**config.mk**
```make
export PLATFORM = sky130hd
export DESIGN_NAME = sf_cmd_if
export DESIGN_NICKNAME = d
export VERILOG_FILES = /design/src/verilog/sf_pkg.sv /design/src/verilog/sf_cmd_if.sv
export VERILOG_INCLUDE_DIRS = /design/src /design/src/verilog
export SDC_FILE = /design/constraint.sdc
export NUM_CORES = 1
export LEC_CHECK = 0
export ABC_CLOCK_PERIOD_IN_PS = 3900
export BUFFER_PORTS_ARGS = -buffer_cell sky130_fd_sc_hd__buf_2
export CORE_MARGIN = 4
export CORE_UTILIZATION = 50
export DETAILED_ROUTE_END_ITERATION = 12
export PLACE_DENSITY = 0.69
export SYNTH_ARGS = -nofsm -noshare
export SYNTH_HDL_FRONTEND = slang
export SYNTH_SLANG_ARGS = --single-unit
```
**constraint.sdc**
```tcl
create_clock -name clk_sys -period 3.9 [get_ports clk_sys]
set_input_delay 0.78 -clock clk_sys [delete_from_list [all_inputs] [get_ports clk_sys]]
set_output_delay 0.78 -clock clk_sys [all_outputs]
set_load 0.05 [all_outputs]
```
**src/verilog/sf_defines.svh**
```systemverilog
// Opcodes, status field positions, reset values and phase lengths
// for the serial flash command front end. Included by bare name.
`ifndef SF_DEFINES_SVH
`define SF_DEFINES_SVH

// ----------------------------------------------------------------
// Opcodes
// ----------------------------------------------------------------
`define CMD_WR_EN       8'h06
`define CMD_WR_DIS      8'h04
`define CMD_ST_RD       8'h05
`define CMD_ST_WR       8'h01
`define CMD_RD          8'h03
`define CMD_FAST_RD     8'h0B
`define CMD_DUAL_RD     8'h3B
`define CMD_SECT_ERASE  8'h20
`define CMD_BLK_ERASE_A 8'h52
`define CMD_BLK_ERASE_B 8'hD8
`define CMD_CHIP_ERASE_A 8'h60
`define CMD_CHIP_ERASE_B 8'hC7
`define CMD_PAGE_PROG   8'h02
`define CMD_PWR_DOWN    8'hB9
`define CMD_RELEASE     8'hAB
`define CMD_ID_RD       8'h9F
`define CMD_MAKER_DEV   8'h90
`define CMD_SEC_RD      8'h2B
`define CMD_SEC_WR      8'h2F

// ----------------------------------------------------------------
// Status and security fields, reset values
// ----------------------------------------------------------------
`define ST_BUSY_BIT     0
`define ST_LATCH_BIT    1
`define ST_BP_LSB       2
`define SEC_FACTORY_BIT 0
`define SEC_LOCK_BIT    1
`define BP_RST          4'h0

// ----------------------------------------------------------------
// Frame lengths in bytes, opcode included, and the block count
// ----------------------------------------------------------------
`define LEN_ONE         4'h1
`define LEN_STATUS_WR   4'h2
`define LEN_ADDR        4'h4
`define LEN_DUMMY       4'h5
`define NUM_BLOCKS      8'd128

`endif

```
**src/verilog/sf_pkg.sv**
```systemverilog
// Types shared by the serial flash command front end.
// Assumes nothing beyond a SystemVerilog compiler.
package sf_pkg;

  typedef enum logic [2:0] {
    ST_IDLE = 3'b001,
    ST_ACT  = 3'b010,
    ST_REJ  = 3'b100
  } link_state_e;

  typedef enum logic [1:0] {
    JOB_SECTOR = 2'h0,
    JOB_BLOCK  = 2'h1,
    JOB_CHIP   = 2'h2,
    JOB_PAGE   = 2'h3
  } job_e;

  typedef struct packed {
    job_e        kind;
    logic [22:0] addr;
  } job_req_s;

  typedef struct packed {
    logic [7:0] col;
    logic [7:0] data;
  } page_byte_s;

endpackage

```
**src/verilog/sf_cmd_if.sv**
```systemverilog
// Serial flash command front end: decodes the serial link, keeps
// status, drives the array back end. Assumes a back end that runs the
// program/erase algorithm and answers array reads within 3 cycles.
//
// What this block does
// - Accepts clock idle low or high
// - 06 sets, 04 clears write enable latch
// - 05 reads status, 01 writes status
// - 03, 0B, 3B read array after address
// - 20 erases sector, 52/D8 erase block
// - 60/C7 erase all, 02 programs page
// - B9 powers down, AB releases, gives signature
// - 9F returns maker then two-byte device code
// - 90 returns maker then device byte
// - 2B reads, 2F writes security register
// - 2048 sectors of 4 Kbytes, each erasable
// - 128 blocks of 64 Kbytes, each erasable
// - Program one byte up to 256-byte page
// - Dual read drives both data lines
// - Busy bit set while program or erase
// - Back end runs and verifies the operation
// - Only selected access; standby when idle
// - Four protect bits fence program and erase
// - 512-bit secured identifier area
// - Reads run on through all addresses
// - Sample on rising, shift on falling
// - Unknown opcode: silent until next select
// - Write-type commands end on byte boundary
// - Latch cleared at reset, status write and job completion
`timescale 1ns/1ns
`include "sf_defines.svh"

module sf_cmd_if #(
  parameter logic [7:0] MFR_ID = 8'hA5,  // Arbitrary value
  parameter logic [15:0] DEV_ID = 16'h5A01,  // Arbitrary value
  parameter logic [7:0] MAKER_DEV_ID = 8'h01,  // Arbitrary value
  parameter logic [7:0] SIG_ID = 8'h11,  // Arbitrary value
  parameter logic [511:0] UNIQUE_ID = {64{8'h3C}},  // Arbitrary
  parameter logic FACTORY_LOCK = 1'b1,
  parameter logic [7:0] AREA_IN_OP = 8'hE1,
  parameter logic [7:0] AREA_OUT_OP = 8'hE2
) (
  input wire logic clk_sys,
  input wire logic nrst,
  input wire logic sclk,
  input wire logic cs_n,
  input wire logic dual_line_zero_i,
  output logic dual_line_zero_o,
  output logic dual_line_zero_oe_n,
  output logic dual_line_one_o,
  output logic dual_line_one_oe_n,
  output logic [22:0] arr_addr,
  input wire logic [7:0] arr_rdata,
  output logic job_start,
  output sf_pkg::job_req_s job,
  input wire logic job_done,
  output logic pg_wr,
  output sf_pkg::page_byte_s pg_byte,
  output logic write_in_progress,
  output logic write_enable_latch,
  output logic [3:0] block_protect_field,
  output logic deep_power_down,
  output logic standby
);
  import sf_pkg::*;

  // ----------------------------------------------------------------
  // Decode helpers
  // ----------------------------------------------------------------
  function automatic logic is_std(input logic [7:0] op);
    case (op)
      `CMD_WR_EN, `CMD_WR_DIS, `CMD_ST_RD, `CMD_ST_WR, `CMD_RD,
      `CMD_FAST_RD, `CMD_DUAL_RD, `CMD_SECT_ERASE, `CMD_BLK_ERASE_A,
      `CMD_BLK_ERASE_B, `CMD_CHIP_ERASE_A, `CMD_CHIP_ERASE_B,
      `CMD_PAGE_PROG, `CMD_PWR_DOWN, `CMD_RELEASE, `CMD_ID_RD,
      `CMD_MAKER_DEV, `CMD_SEC_RD, `CMD_SEC_WR: is_std = 1'b1;
      default: is_std = 1'b0;
    endcase
  endfunction

  if (AREA_IN_OP == AREA_OUT_OP || is_std(AREA_IN_OP) ||
      is_std(AREA_OUT_OP)) begin : g_bad_op
    $error("secured area opcodes collide");
  end

  // Power-down and busy narrow what is heard
  function automatic logic op_ok(input logic [7:0] op,
                                 input logic pd, input logic busy);
    if (pd)
      op_ok = (op == `CMD_RELEASE);
    else if (busy)
      op_ok = (op == `CMD_ST_RD) || (op == `CMD_SEC_RD);
    else
      op_ok = is_std(op) || op == AREA_IN_OP || op == AREA_OUT_OP;
  endfunction

  // Byte index at which data out begins; zero means no data out
  function automatic logic [3:0] out_start(input logic [7:0] op);
    case (op)
      `CMD_ST_RD, `CMD_SEC_RD, `CMD_ID_RD: out_start = `LEN_ONE;
      `CMD_RD, `CMD_RELEASE, `CMD_MAKER_DEV: out_start = `LEN_ADDR;
      `CMD_FAST_RD, `CMD_DUAL_RD: out_start = `LEN_DUMMY;
      default: out_start = 4'h0;
    endcase
  endfunction

  function automatic logic is_prot(input logic [3:0] bp,
                                   input logic [6:0] blk);
    logic [7:0] lim;
    lim = 8'h00;
    case (bp)
      4'h0: is_prot = 1'b0;
      4'h7, 4'h8, 4'hF: is_prot = 1'b1;
      4'h1, 4'h2, 4'h3, 4'h4, 4'h5, 4'h6: begin
        lim = `NUM_BLOCKS - (8'd1 << bp[2:0]);
        is_prot = {1'b0, blk} >= lim;
      end
      default: begin
        lim = `NUM_BLOCKS - (8'd1 << (4'hF - bp));
        is_prot = {1'b0, blk} < lim;
      end
    endcase
  endfunction

  // ----------------------------------------------------------------
  // Pin synchronisers and edge finding
  // ----------------------------------------------------------------
  logic [2:0] sclk_s;
  logic [2:0] cs_s;
  logic [1:0] d0_s;

  always_ff @(posedge clk_sys or negedge nrst) begin
    if (!nrst) begin
      sclk_s <= 3'h0;
      cs_s <= 3'h7;
      d0_s <= 2'h0;
    end else begin
      sclk_s <= {sclk_s[1:0], sclk};
      cs_s <= {cs_s[1:0], cs_n};
      d0_s <= {d0_s[0], dual_line_zero_i};
    end
  end

  // Only edges seen while selected count, so either idle level works
  wire rise = sclk_s[1] & ~sclk_s[2];
  wire fall = ~sclk_s[1] & sclk_s[2];
  wire desel = cs_s[1];
  wire cs_fall = ~cs_s[1] & cs_s[2];
  wire cs_rise = cs_s[1] & ~cs_s[2];

  // ----------------------------------------------------------------
  // Frame state
  // ----------------------------------------------------------------
  link_state_e st_q;
  logic [7:0] shift_q;
  logic [7:0] op_q;
  logic [2:0] bit_q;
  logic [3:0] byte_q;
  logic [22:0] addr_q;
  logic [3:0] bp_new_q;
  logic [7:0] pcnt_q;
  logic busy_q;
  logic latch_q;
  logic [3:0] bp_q;
  logic pdown_q;
  logic area_q;
  logic lock_q;

  wire [7:0] in_byte = {shift_q[6:0], d0_s[1]};
  wire byte_end = (st_q == ST_ACT) && rise && (bit_q == 3'h7);
  wire has_addr = out_start(op_q) == `LEN_ADDR ||
                  out_start(op_q) == `LEN_DUMMY ||
                  op_q == `CMD_SECT_ERASE || op_q == `CMD_BLK_ERASE_A ||
                  op_q == `CMD_BLK_ERASE_B || op_q == `CMD_PAGE_PROG;

  always_ff @(posedge clk_sys or negedge nrst) begin
    if (!nrst) begin
      st_q <= ST_IDLE;
    end else if (desel) begin
      st_q <= ST_IDLE;
    end else begin
      case (st_q)
        ST_IDLE: if (cs_fall) st_q <= ST_ACT;
        ST_ACT: if (byte_end && byte_q == 4'h0 &&
                    !op_ok(in_byte, pdown_q, busy_q)) st_q <= ST_REJ;
        ST_REJ: st_q <= ST_REJ;
        default: st_q <= ST_IDLE;
      endcase
    end
  end

  always_ff @(posedge clk_sys or negedge nrst) begin
    if (!nrst) begin
      shift_q <= 8'h00;
      bit_q <= 3'h0;
      byte_q <= 4'h0;
    end else if (cs_fall) begin
      bit_q <= 3'h0;
      byte_q <= 4'h0;
    end else if (st_q == ST_ACT && rise) begin
      shift_q <= in_byte;
      bit_q <= bit_q + 3'h1;
      if (bit_q == 3'h7 && byte_q != 4'hF) byte_q <= byte_q + 4'h1;
    end
  end

  always_ff @(posedge clk_sys or negedge nrst) begin
    if (!nrst) begin
      op_q <= 8'h00;
      addr_q <= 23'h0;
      bp_new_q <= `BP_RST;
    end else if (byte_end) begin
      if (byte_q == 4'h0) op_q <= in_byte;
      if (byte_q >= 4'h1 && byte_q <= 4'h3 && has_addr)
        addr_q <= {addr_q[14:0], in_byte};
      if (byte_q == 4'h1 && op_q == `CMD_ST_WR)
        bp_new_q <= in_byte[`ST_BP_LSB +: 4];
    end
  end

  // Page data streams to the back end buffer; column wraps in page
  always_ff @(posedge clk_sys or negedge nrst) begin
    if (!nrst) begin
      pcnt_q <= 8'h00;
      pg_wr <= 1'b0;
      pg_byte <= '0;
    end else begin
      pg_wr <= 1'b0;
      if (cs_fall) begin
        pcnt_q <= 8'h00;
      end else if (byte_end && op_q == `CMD_PAGE_PROG &&
                   byte_q >= `LEN_ADDR) begin
        pg_wr <= 1'b1;
        pg_byte.col <= addr_q[7:0] + pcnt_q;
        pg_byte.data <= in_byte;
        pcnt_q <= pcnt_q + 8'h01;
      end
    end
  end

  // ----------------------------------------------------------------
  // Execution at deselect
  // ----------------------------------------------------------------
  // Write-type commands act only when select rose on a byte boundary
  wire exec = cs_rise && st_q == ST_ACT && bit_q == 3'h0;
  wire prot = is_prot(bp_q, addr_q[22:16]);
  wire one = byte_q == `LEN_ONE;
  wire erase_blk = op_q == `CMD_BLK_ERASE_A || op_q == `CMD_BLK_ERASE_B;
  wire erase_all = op_q == `CMD_CHIP_ERASE_A ||
                   op_q == `CMD_CHIP_ERASE_B;

  logic go;
  job_req_s go_job;

  always_comb begin
    go = 1'b0;
    go_job.kind = JOB_PAGE;
    go_job.addr = addr_q;
    if (exec && latch_q) begin
      if (op_q == `CMD_SECT_ERASE && byte_q == `LEN_ADDR && !prot) begin
        go = 1'b1;
        go_job.kind = JOB_SECTOR;
        go_job.addr = {addr_q[22:12], 12'h000};
      end else if (erase_blk && byte_q == `LEN_ADDR && !prot) begin
        go = 1'b1;
        go_job.kind = JOB_BLOCK;
        go_job.addr = {addr_q[22:16], 16'h0000};
      end else if (erase_all && one && bp_q == 4'h0) begin
        go = 1'b1;
        go_job.kind = JOB_CHIP;
        go_job.addr = 23'h0;
      end else if (op_q == `CMD_PAGE_PROG && byte_q > `LEN_ADDR &&
                   !prot) begin
        go = 1'b1;
      end
    end
  end

  always_ff @(posedge clk_sys or negedge nrst) begin
    if (!nrst) begin
      job_start <= 1'b0;
      job <= '0;
      busy_q <= 1'b0;
    end else begin
      job_start <= go;
      if (go) job <= go_job;
      if (go) busy_q <= 1'b1;
      else if (job_done) busy_q <= 1'b0;
    end
  end

  always_ff @(posedge clk_sys or negedge nrst) begin
    if (!nrst) begin
      latch_q <= 1'b0;
      bp_q <= `BP_RST;
    end else if (exec && op_q == `CMD_WR_EN && one) begin
      latch_q <= 1'b1;
    end else if (exec && op_q == `CMD_WR_DIS && one) begin
      latch_q <= 1'b0;
    end else if (exec && op_q == `CMD_ST_WR &&
                 byte_q == `LEN_STATUS_WR && latch_q) begin
      bp_q <= bp_new_q;
      latch_q <= 1'b0;
    end else if (busy_q && job_done) begin
      latch_q <= 1'b0;
    end
  end

  always_ff @(posedge clk_sys or negedge nrst) begin
    if (!nrst) begin
      pdown_q <= 1'b0;
      area_q <= 1'b0;
      lock_q <= 1'b0;
    end else begin
      if (exec && op_q == `CMD_PWR_DOWN && one) pdown_q <= 1'b1;
      // Release acts whether or not the signature was read out
      if (cs_rise && st_q == ST_ACT && op_q == `CMD_RELEASE)
        pdown_q <= 1'b0;
      if (exec && op_q == AREA_IN_OP && one) area_q <= 1'b1;
      if (exec && op_q == AREA_OUT_OP && one) area_q <= 1'b0;
      if (exec && op_q == `CMD_SEC_WR && one && latch_q)
        lock_q <= 1'b1;
    end
  end

  // ----------------------------------------------------------------
  // Data out
  // ----------------------------------------------------------------
  logic [7:0] tx_q;
  logic [2:0] ocnt_q;
  logic [1:0] oidx_q;
  logic drive_q;
  logic [22:0] rd_addr_q;
  logic [7:0] src;
  logic [7:0] status;
  logic [7:0] secur;
  logic [511:0] uid_sh;

  wire dual = op_q == `CMD_DUAL_RD;
  wire is_read = op_q == `CMD_RD || op_q == `CMD_FAST_RD || dual;
  wire out_phase = st_q == ST_ACT && !desel && fall &&
                   out_start(op_q) != 4'h0 && byte_q >= out_start(op_q);
  wire out_load = out_phase && ocnt_q == 3'h0;
  // Plain read needs the address as its last byte lands
  wire load_now = byte_end && op_q == `CMD_RD && byte_q == 4'h3;
  wire load_dummy = byte_end && byte_q == 4'h4 &&
                    (op_q == `CMD_FAST_RD || dual);

  always_comb begin
    status = 8'h00;
    status[`ST_BUSY_BIT] = busy_q;
    status[`ST_LATCH_BIT] = latch_q;
    status[`ST_BP_LSB +: 4] = bp_q;
    secur = 8'h00;
    secur[`SEC_FACTORY_BIT] = FACTORY_LOCK;
    secur[`SEC_LOCK_BIT] = lock_q;
    uid_sh = UNIQUE_ID >> {rd_addr_q[5:0], 3'b000};
    case (op_q)
      `CMD_ST_RD: src = status;
      `CMD_SEC_RD: src = secur;
      `CMD_ID_RD: src = (oidx_q == 2'h0) ? MFR_ID :
                        (oidx_q == 2'h1) ? DEV_ID[15:8] :
                        DEV_ID[7:0];
      `CMD_MAKER_DEV: src = oidx_q[0] ? MAKER_DEV_ID : MFR_ID;
      `CMD_RELEASE: src = SIG_ID;
      default: src = area_q ? uid_sh[7:0] : arr_rdata;
    endcase
  end

  always_ff @(posedge clk_sys or negedge nrst) begin
    if (!nrst) begin
      rd_addr_q <= 23'h0;
    end else if (load_now) begin
      rd_addr_q <= {addr_q[14:0], in_byte};
    end else if (load_dummy) begin
      rd_addr_q <= addr_q;
    end else if (out_load && is_read) begin
      rd_addr_q <= rd_addr_q + 23'h1;
    end
  end

  always_ff @(posedge clk_sys or negedge nrst) begin
    if (!nrst) begin
      tx_q <= 8'h00;
      ocnt_q <= 3'h0;
      oidx_q <= 2'h0;
      drive_q <= 1'b0;
    end else if (desel || st_q != ST_ACT) begin
      drive_q <= 1'b0;
      ocnt_q <= 3'h0;
      oidx_q <= 2'h0;
    end else if (out_phase) begin
      drive_q <= 1'b1;
      ocnt_q <= ocnt_q + (dual ? 3'h2 : 3'h1);
      if (out_load) begin
        tx_q <= src;
        if (oidx_q != 2'h3) oidx_q <= oidx_q + 2'h1;
      end else begin
        tx_q <= dual ? {tx_q[5:0], 2'b00} : {tx_q[6:0], 1'b0};
      end
    end
  end

  assign arr_addr = rd_addr_q;
  assign dual_line_one_o = tx_q[7];
  assign dual_line_zero_o = tx_q[6];
  assign dual_line_one_oe_n = ~drive_q;
  assign dual_line_zero_oe_n = ~(drive_q & dual);
  assign write_in_progress = busy_q;
  assign write_enable_latch = latch_q;
  assign block_protect_field = bp_q;
  assign deep_power_down = pdown_q;
  assign standby = desel & ~busy_q;

endmodule

```
==> impl_metrics.toml <==
[logic_synthesis]
synth.distinct_cells = 77
synth.avg_cell_area_um2 = 9.32
synth_compound_area_frac = 0.147
synth_fp_nets = 1025
post_synth_instance_area_mm2 = 0.00905
synthFlopType = "sky130_fd_sc_hd__dfrtp_1"
netlist.area_leader.share = 0.423
synthesis.yosys.warnings = 0
main_combinational_cell_family_by_area_after_synthesis = "simple AND/OR/NAND/NOR gates"
synthAdderAreaFrac = 0.0569
synth.mux.area_fraction = 0.0622
synth-async-reset-ratio = 1.00
seq_total_area_yosys = 0.435
synth_area_leaders = "sky130_fd_sc_hd__dfrtp_1, sky130_fd_sc_hd__nand2_1, sky130_fd_sc_hd__ha_1"
yosys.area_share.xor_xnor = 0.0426
synth-edff-count = 0
syn-instance-count = 971
netlist.top_cell.by_area = "sky130_fd_sc_hd__dfrtp_1"
ys_seq_elements = 157
synth_simple_gate_area_share = 0.211

[pwr]
cellLeakagePower_nw = 4.97
ir_drop_mv = 0.333
power_density_mw_per_mm2 = 332
total_power_mw = 3.42

[critical_path]
cp-end-kind = "flop"
worst_r2r_path_depth = 11
critical_path_class = "flop to flop"
r2r_end = "arr_addr[22]"
timing.critical_path.from_type = "flop"
r2r_setup_slack_ps = 270
cp.required_ps = 4220
critical_path_arrival_ps = 3950
worst-path-max-fanout = 21
r2r-start = "op_q[4]"

[floorplanning]
starting_density_of_the_core = 0.516
die_w_um = 143
die_height_um = 143
core.rowCount = 48
top_level_ports = 92
die_area_mm2 = 0.0203
fp.coreArea_mm2 = 0.0175

[global_routing]
grt_start_max_net_pins = 95
gr-total-overflow = 0
number_of_global_route_vias_before_repair = 7109
antenna_found_initial = 0
grt_pass1_wl_um = 38400
track_usage = 0.237

[clocking]
numClockSinks = 157
numCtsBuffers = 17
post_cts_hold_buffer_count = 0
post-cts-setup-buffers = 0
clk_latency_ps = 430
tritoncts = "yes"
cts-resized-gates = 0
clkTransAtPathRegs_ps = 60
cts.path.max_buffers = 2
clk_root_buffer_cell = "sky130_fd_sc_hd__clkbuf_16"
htree_levels = 4

[timing]
maxSlewHeadroom = 0.323
unrepaired_setup_endpoints_after_global_routing = "false"
drv_slew = 0
hold-worst-slack_ps = 349
setup_ws_ps = 268
finalCritPeriodShare = 0.931
worst_clock_skew_ps = 10.4
final_hold_viol_count = 0
tightest_slew_ps = 1020
min_period_ps = 3630
timing.fmax_mhz = 275
timing.final.setup_violations = 0
finalSetupTns_ps = 0

[detailed_routing]
routed_wirelength_um = 23500
drt_iter0_drc = 647
vias = 7604
vias_per_cell = 5.90
detail_route.wl_per_cell_um = 18.2
drt.antenna.violating_nets = 0
detailedRoute.firstPassIterationCount = 5
drc_markers = 0

[final_layout]
area_growth_pct = 13.8
number_of_antenna_cells_inserted = 0
final_cell_mix = "sky130_fd_sc_hd__dfrtp_1, sky130_fd_sc_hd__nand2_1, sky130_fd_sc_hd__buf_2"
layout_cells_sized_above_1 = 0.201
design.final.nets = 1104
utilization = 0.587
layout_commonest_cell = "sky130_fd_sc_hd__dfrtp_1"

[worst_hold_path]
hold_crit_start = "d0_s[0]"
hold-path-cell-count = 0
hold_class = "flop to flop"
timing.hold.worst_endpoint = "d0_s[1]"

[status]
run_status = "finished clean"

[place]
io_buffers = 91
gp_congestion = 0.892
dp_slack_ps = 184
dp.final_hpwl_um = 16500

[job]
drv_cap = 0
## power breakdown
part           switching (mW)  internal [mW]
combinational          0.0535         0.0223
clock                   0.722          0.972
sequential             0.0136           1.64
## per-stage QoR
step	instance area, um2	std cells
floorplan	9050	971
global placement	9700	1256
detailed placement	9700	1256
CTS	10300	1288
global route	10300	1288
finish	10300	1288
## final cells by class
cell class	count	area [um2]
timing repair buffer	116	649
clock inverter	14	156
fill	1556	7240
clock buffer	18	439
tap	225	282
inverter	32	120
sequential	157	3930
multi-input combinational	726	4720
## cell usage after synthesis, drive strengths merged (15+ instances only)
| cell | number |
|---|---|
| nand3 | 36 |
| clkbuf | 33 |
| xor2 | 23 |
| nor3 | 20 |
| buf | 23 |
| nor2 | 89 |
| ha | 38 |
| xnor2 | 21 |
| nand2 | 132 |
| dfrtp | 153 |
| mux2 | 36 |
| a21oi | 54 |
| nor4 | 15 |
| o21ai | 65 |
| inv | 31 |
## worst max path at each step
stage                            from  slack, ps  cells after the start            to
2_1_floorplan  block_protect_field[1]        590                     13       job[22]
3_3_place_gp                  op_q[4]        320                     11  arr_addr[21]
3_5_place_dp                  op_q[4]        180                     11  arr_addr[22]
4_1_cts                       op_q[4]        140                     11  arr_addr[22]
5_1_grt                       op_q[4]         40                     12   arr_addr[2]
6_report                      op_q[4]        270                     11  arr_addr[22]
## worst max-delay path: stages (launching register included)
cell                       delay (ps)
sky130_fd_sc_hd__dfrtp_1          510
sky130_fd_sc_hd__or4_1            590
sky130_fd_sc_hd__nor3_2           240
sky130_fd_sc_hd__a21oi_1          140
sky130_fd_sc_hd__nand2_1          100
sky130_fd_sc_hd__ha_1             230
sky130_fd_sc_hd__or3b_2           460
sky130_fd_sc_hd__a211oi_1         250
sky130_fd_sc_hd__nor4bb_1         110
sky130_fd_sc_hd__nand3_1          280
sky130_fd_sc_hd__nand3_4          310
sky130_fd_sc_hd__o21a_1           300
## flip-flops by register name, indices dropped and copies added, names as in the netlist, 4 cells and up
register             count
byte_q                   4
tx_q                     8
shift_q                  7
addr_q                  23
op_q                     8
bp_new_q                 4
arr_addr                23
job                     25
block_protect_field      4
pg_byte                 16
pcnt_q                   8
## per-layer routing
layer | up-vias | part of all wire | track usage
met5 | - | 0 | 0
met4 | 0 | 0.015 | 0.0630
li1 | 3619 | - | -
met1 | 3673 | 0.45 | 0.341
met2 | 278 | 0.47 | 0.366
met3 | 34 | 0.062 | 0.0484
## logic make-up (layout without fill, tap and decap cells)
| family | Yosys count | in the layout |
|---|---|---|
| xor+xnor | 44 | 44 |
| mux | 48 | 48 |
| flops | 157 | 157 |
| compound gates | 208 | 208 |
| fa+ha+maj | 40 | 40 |
| simple gates | 386 | 386 |
| buf+inv | 88 | 180 |
No activity file was read; power rests on OpenSTA's default activity.
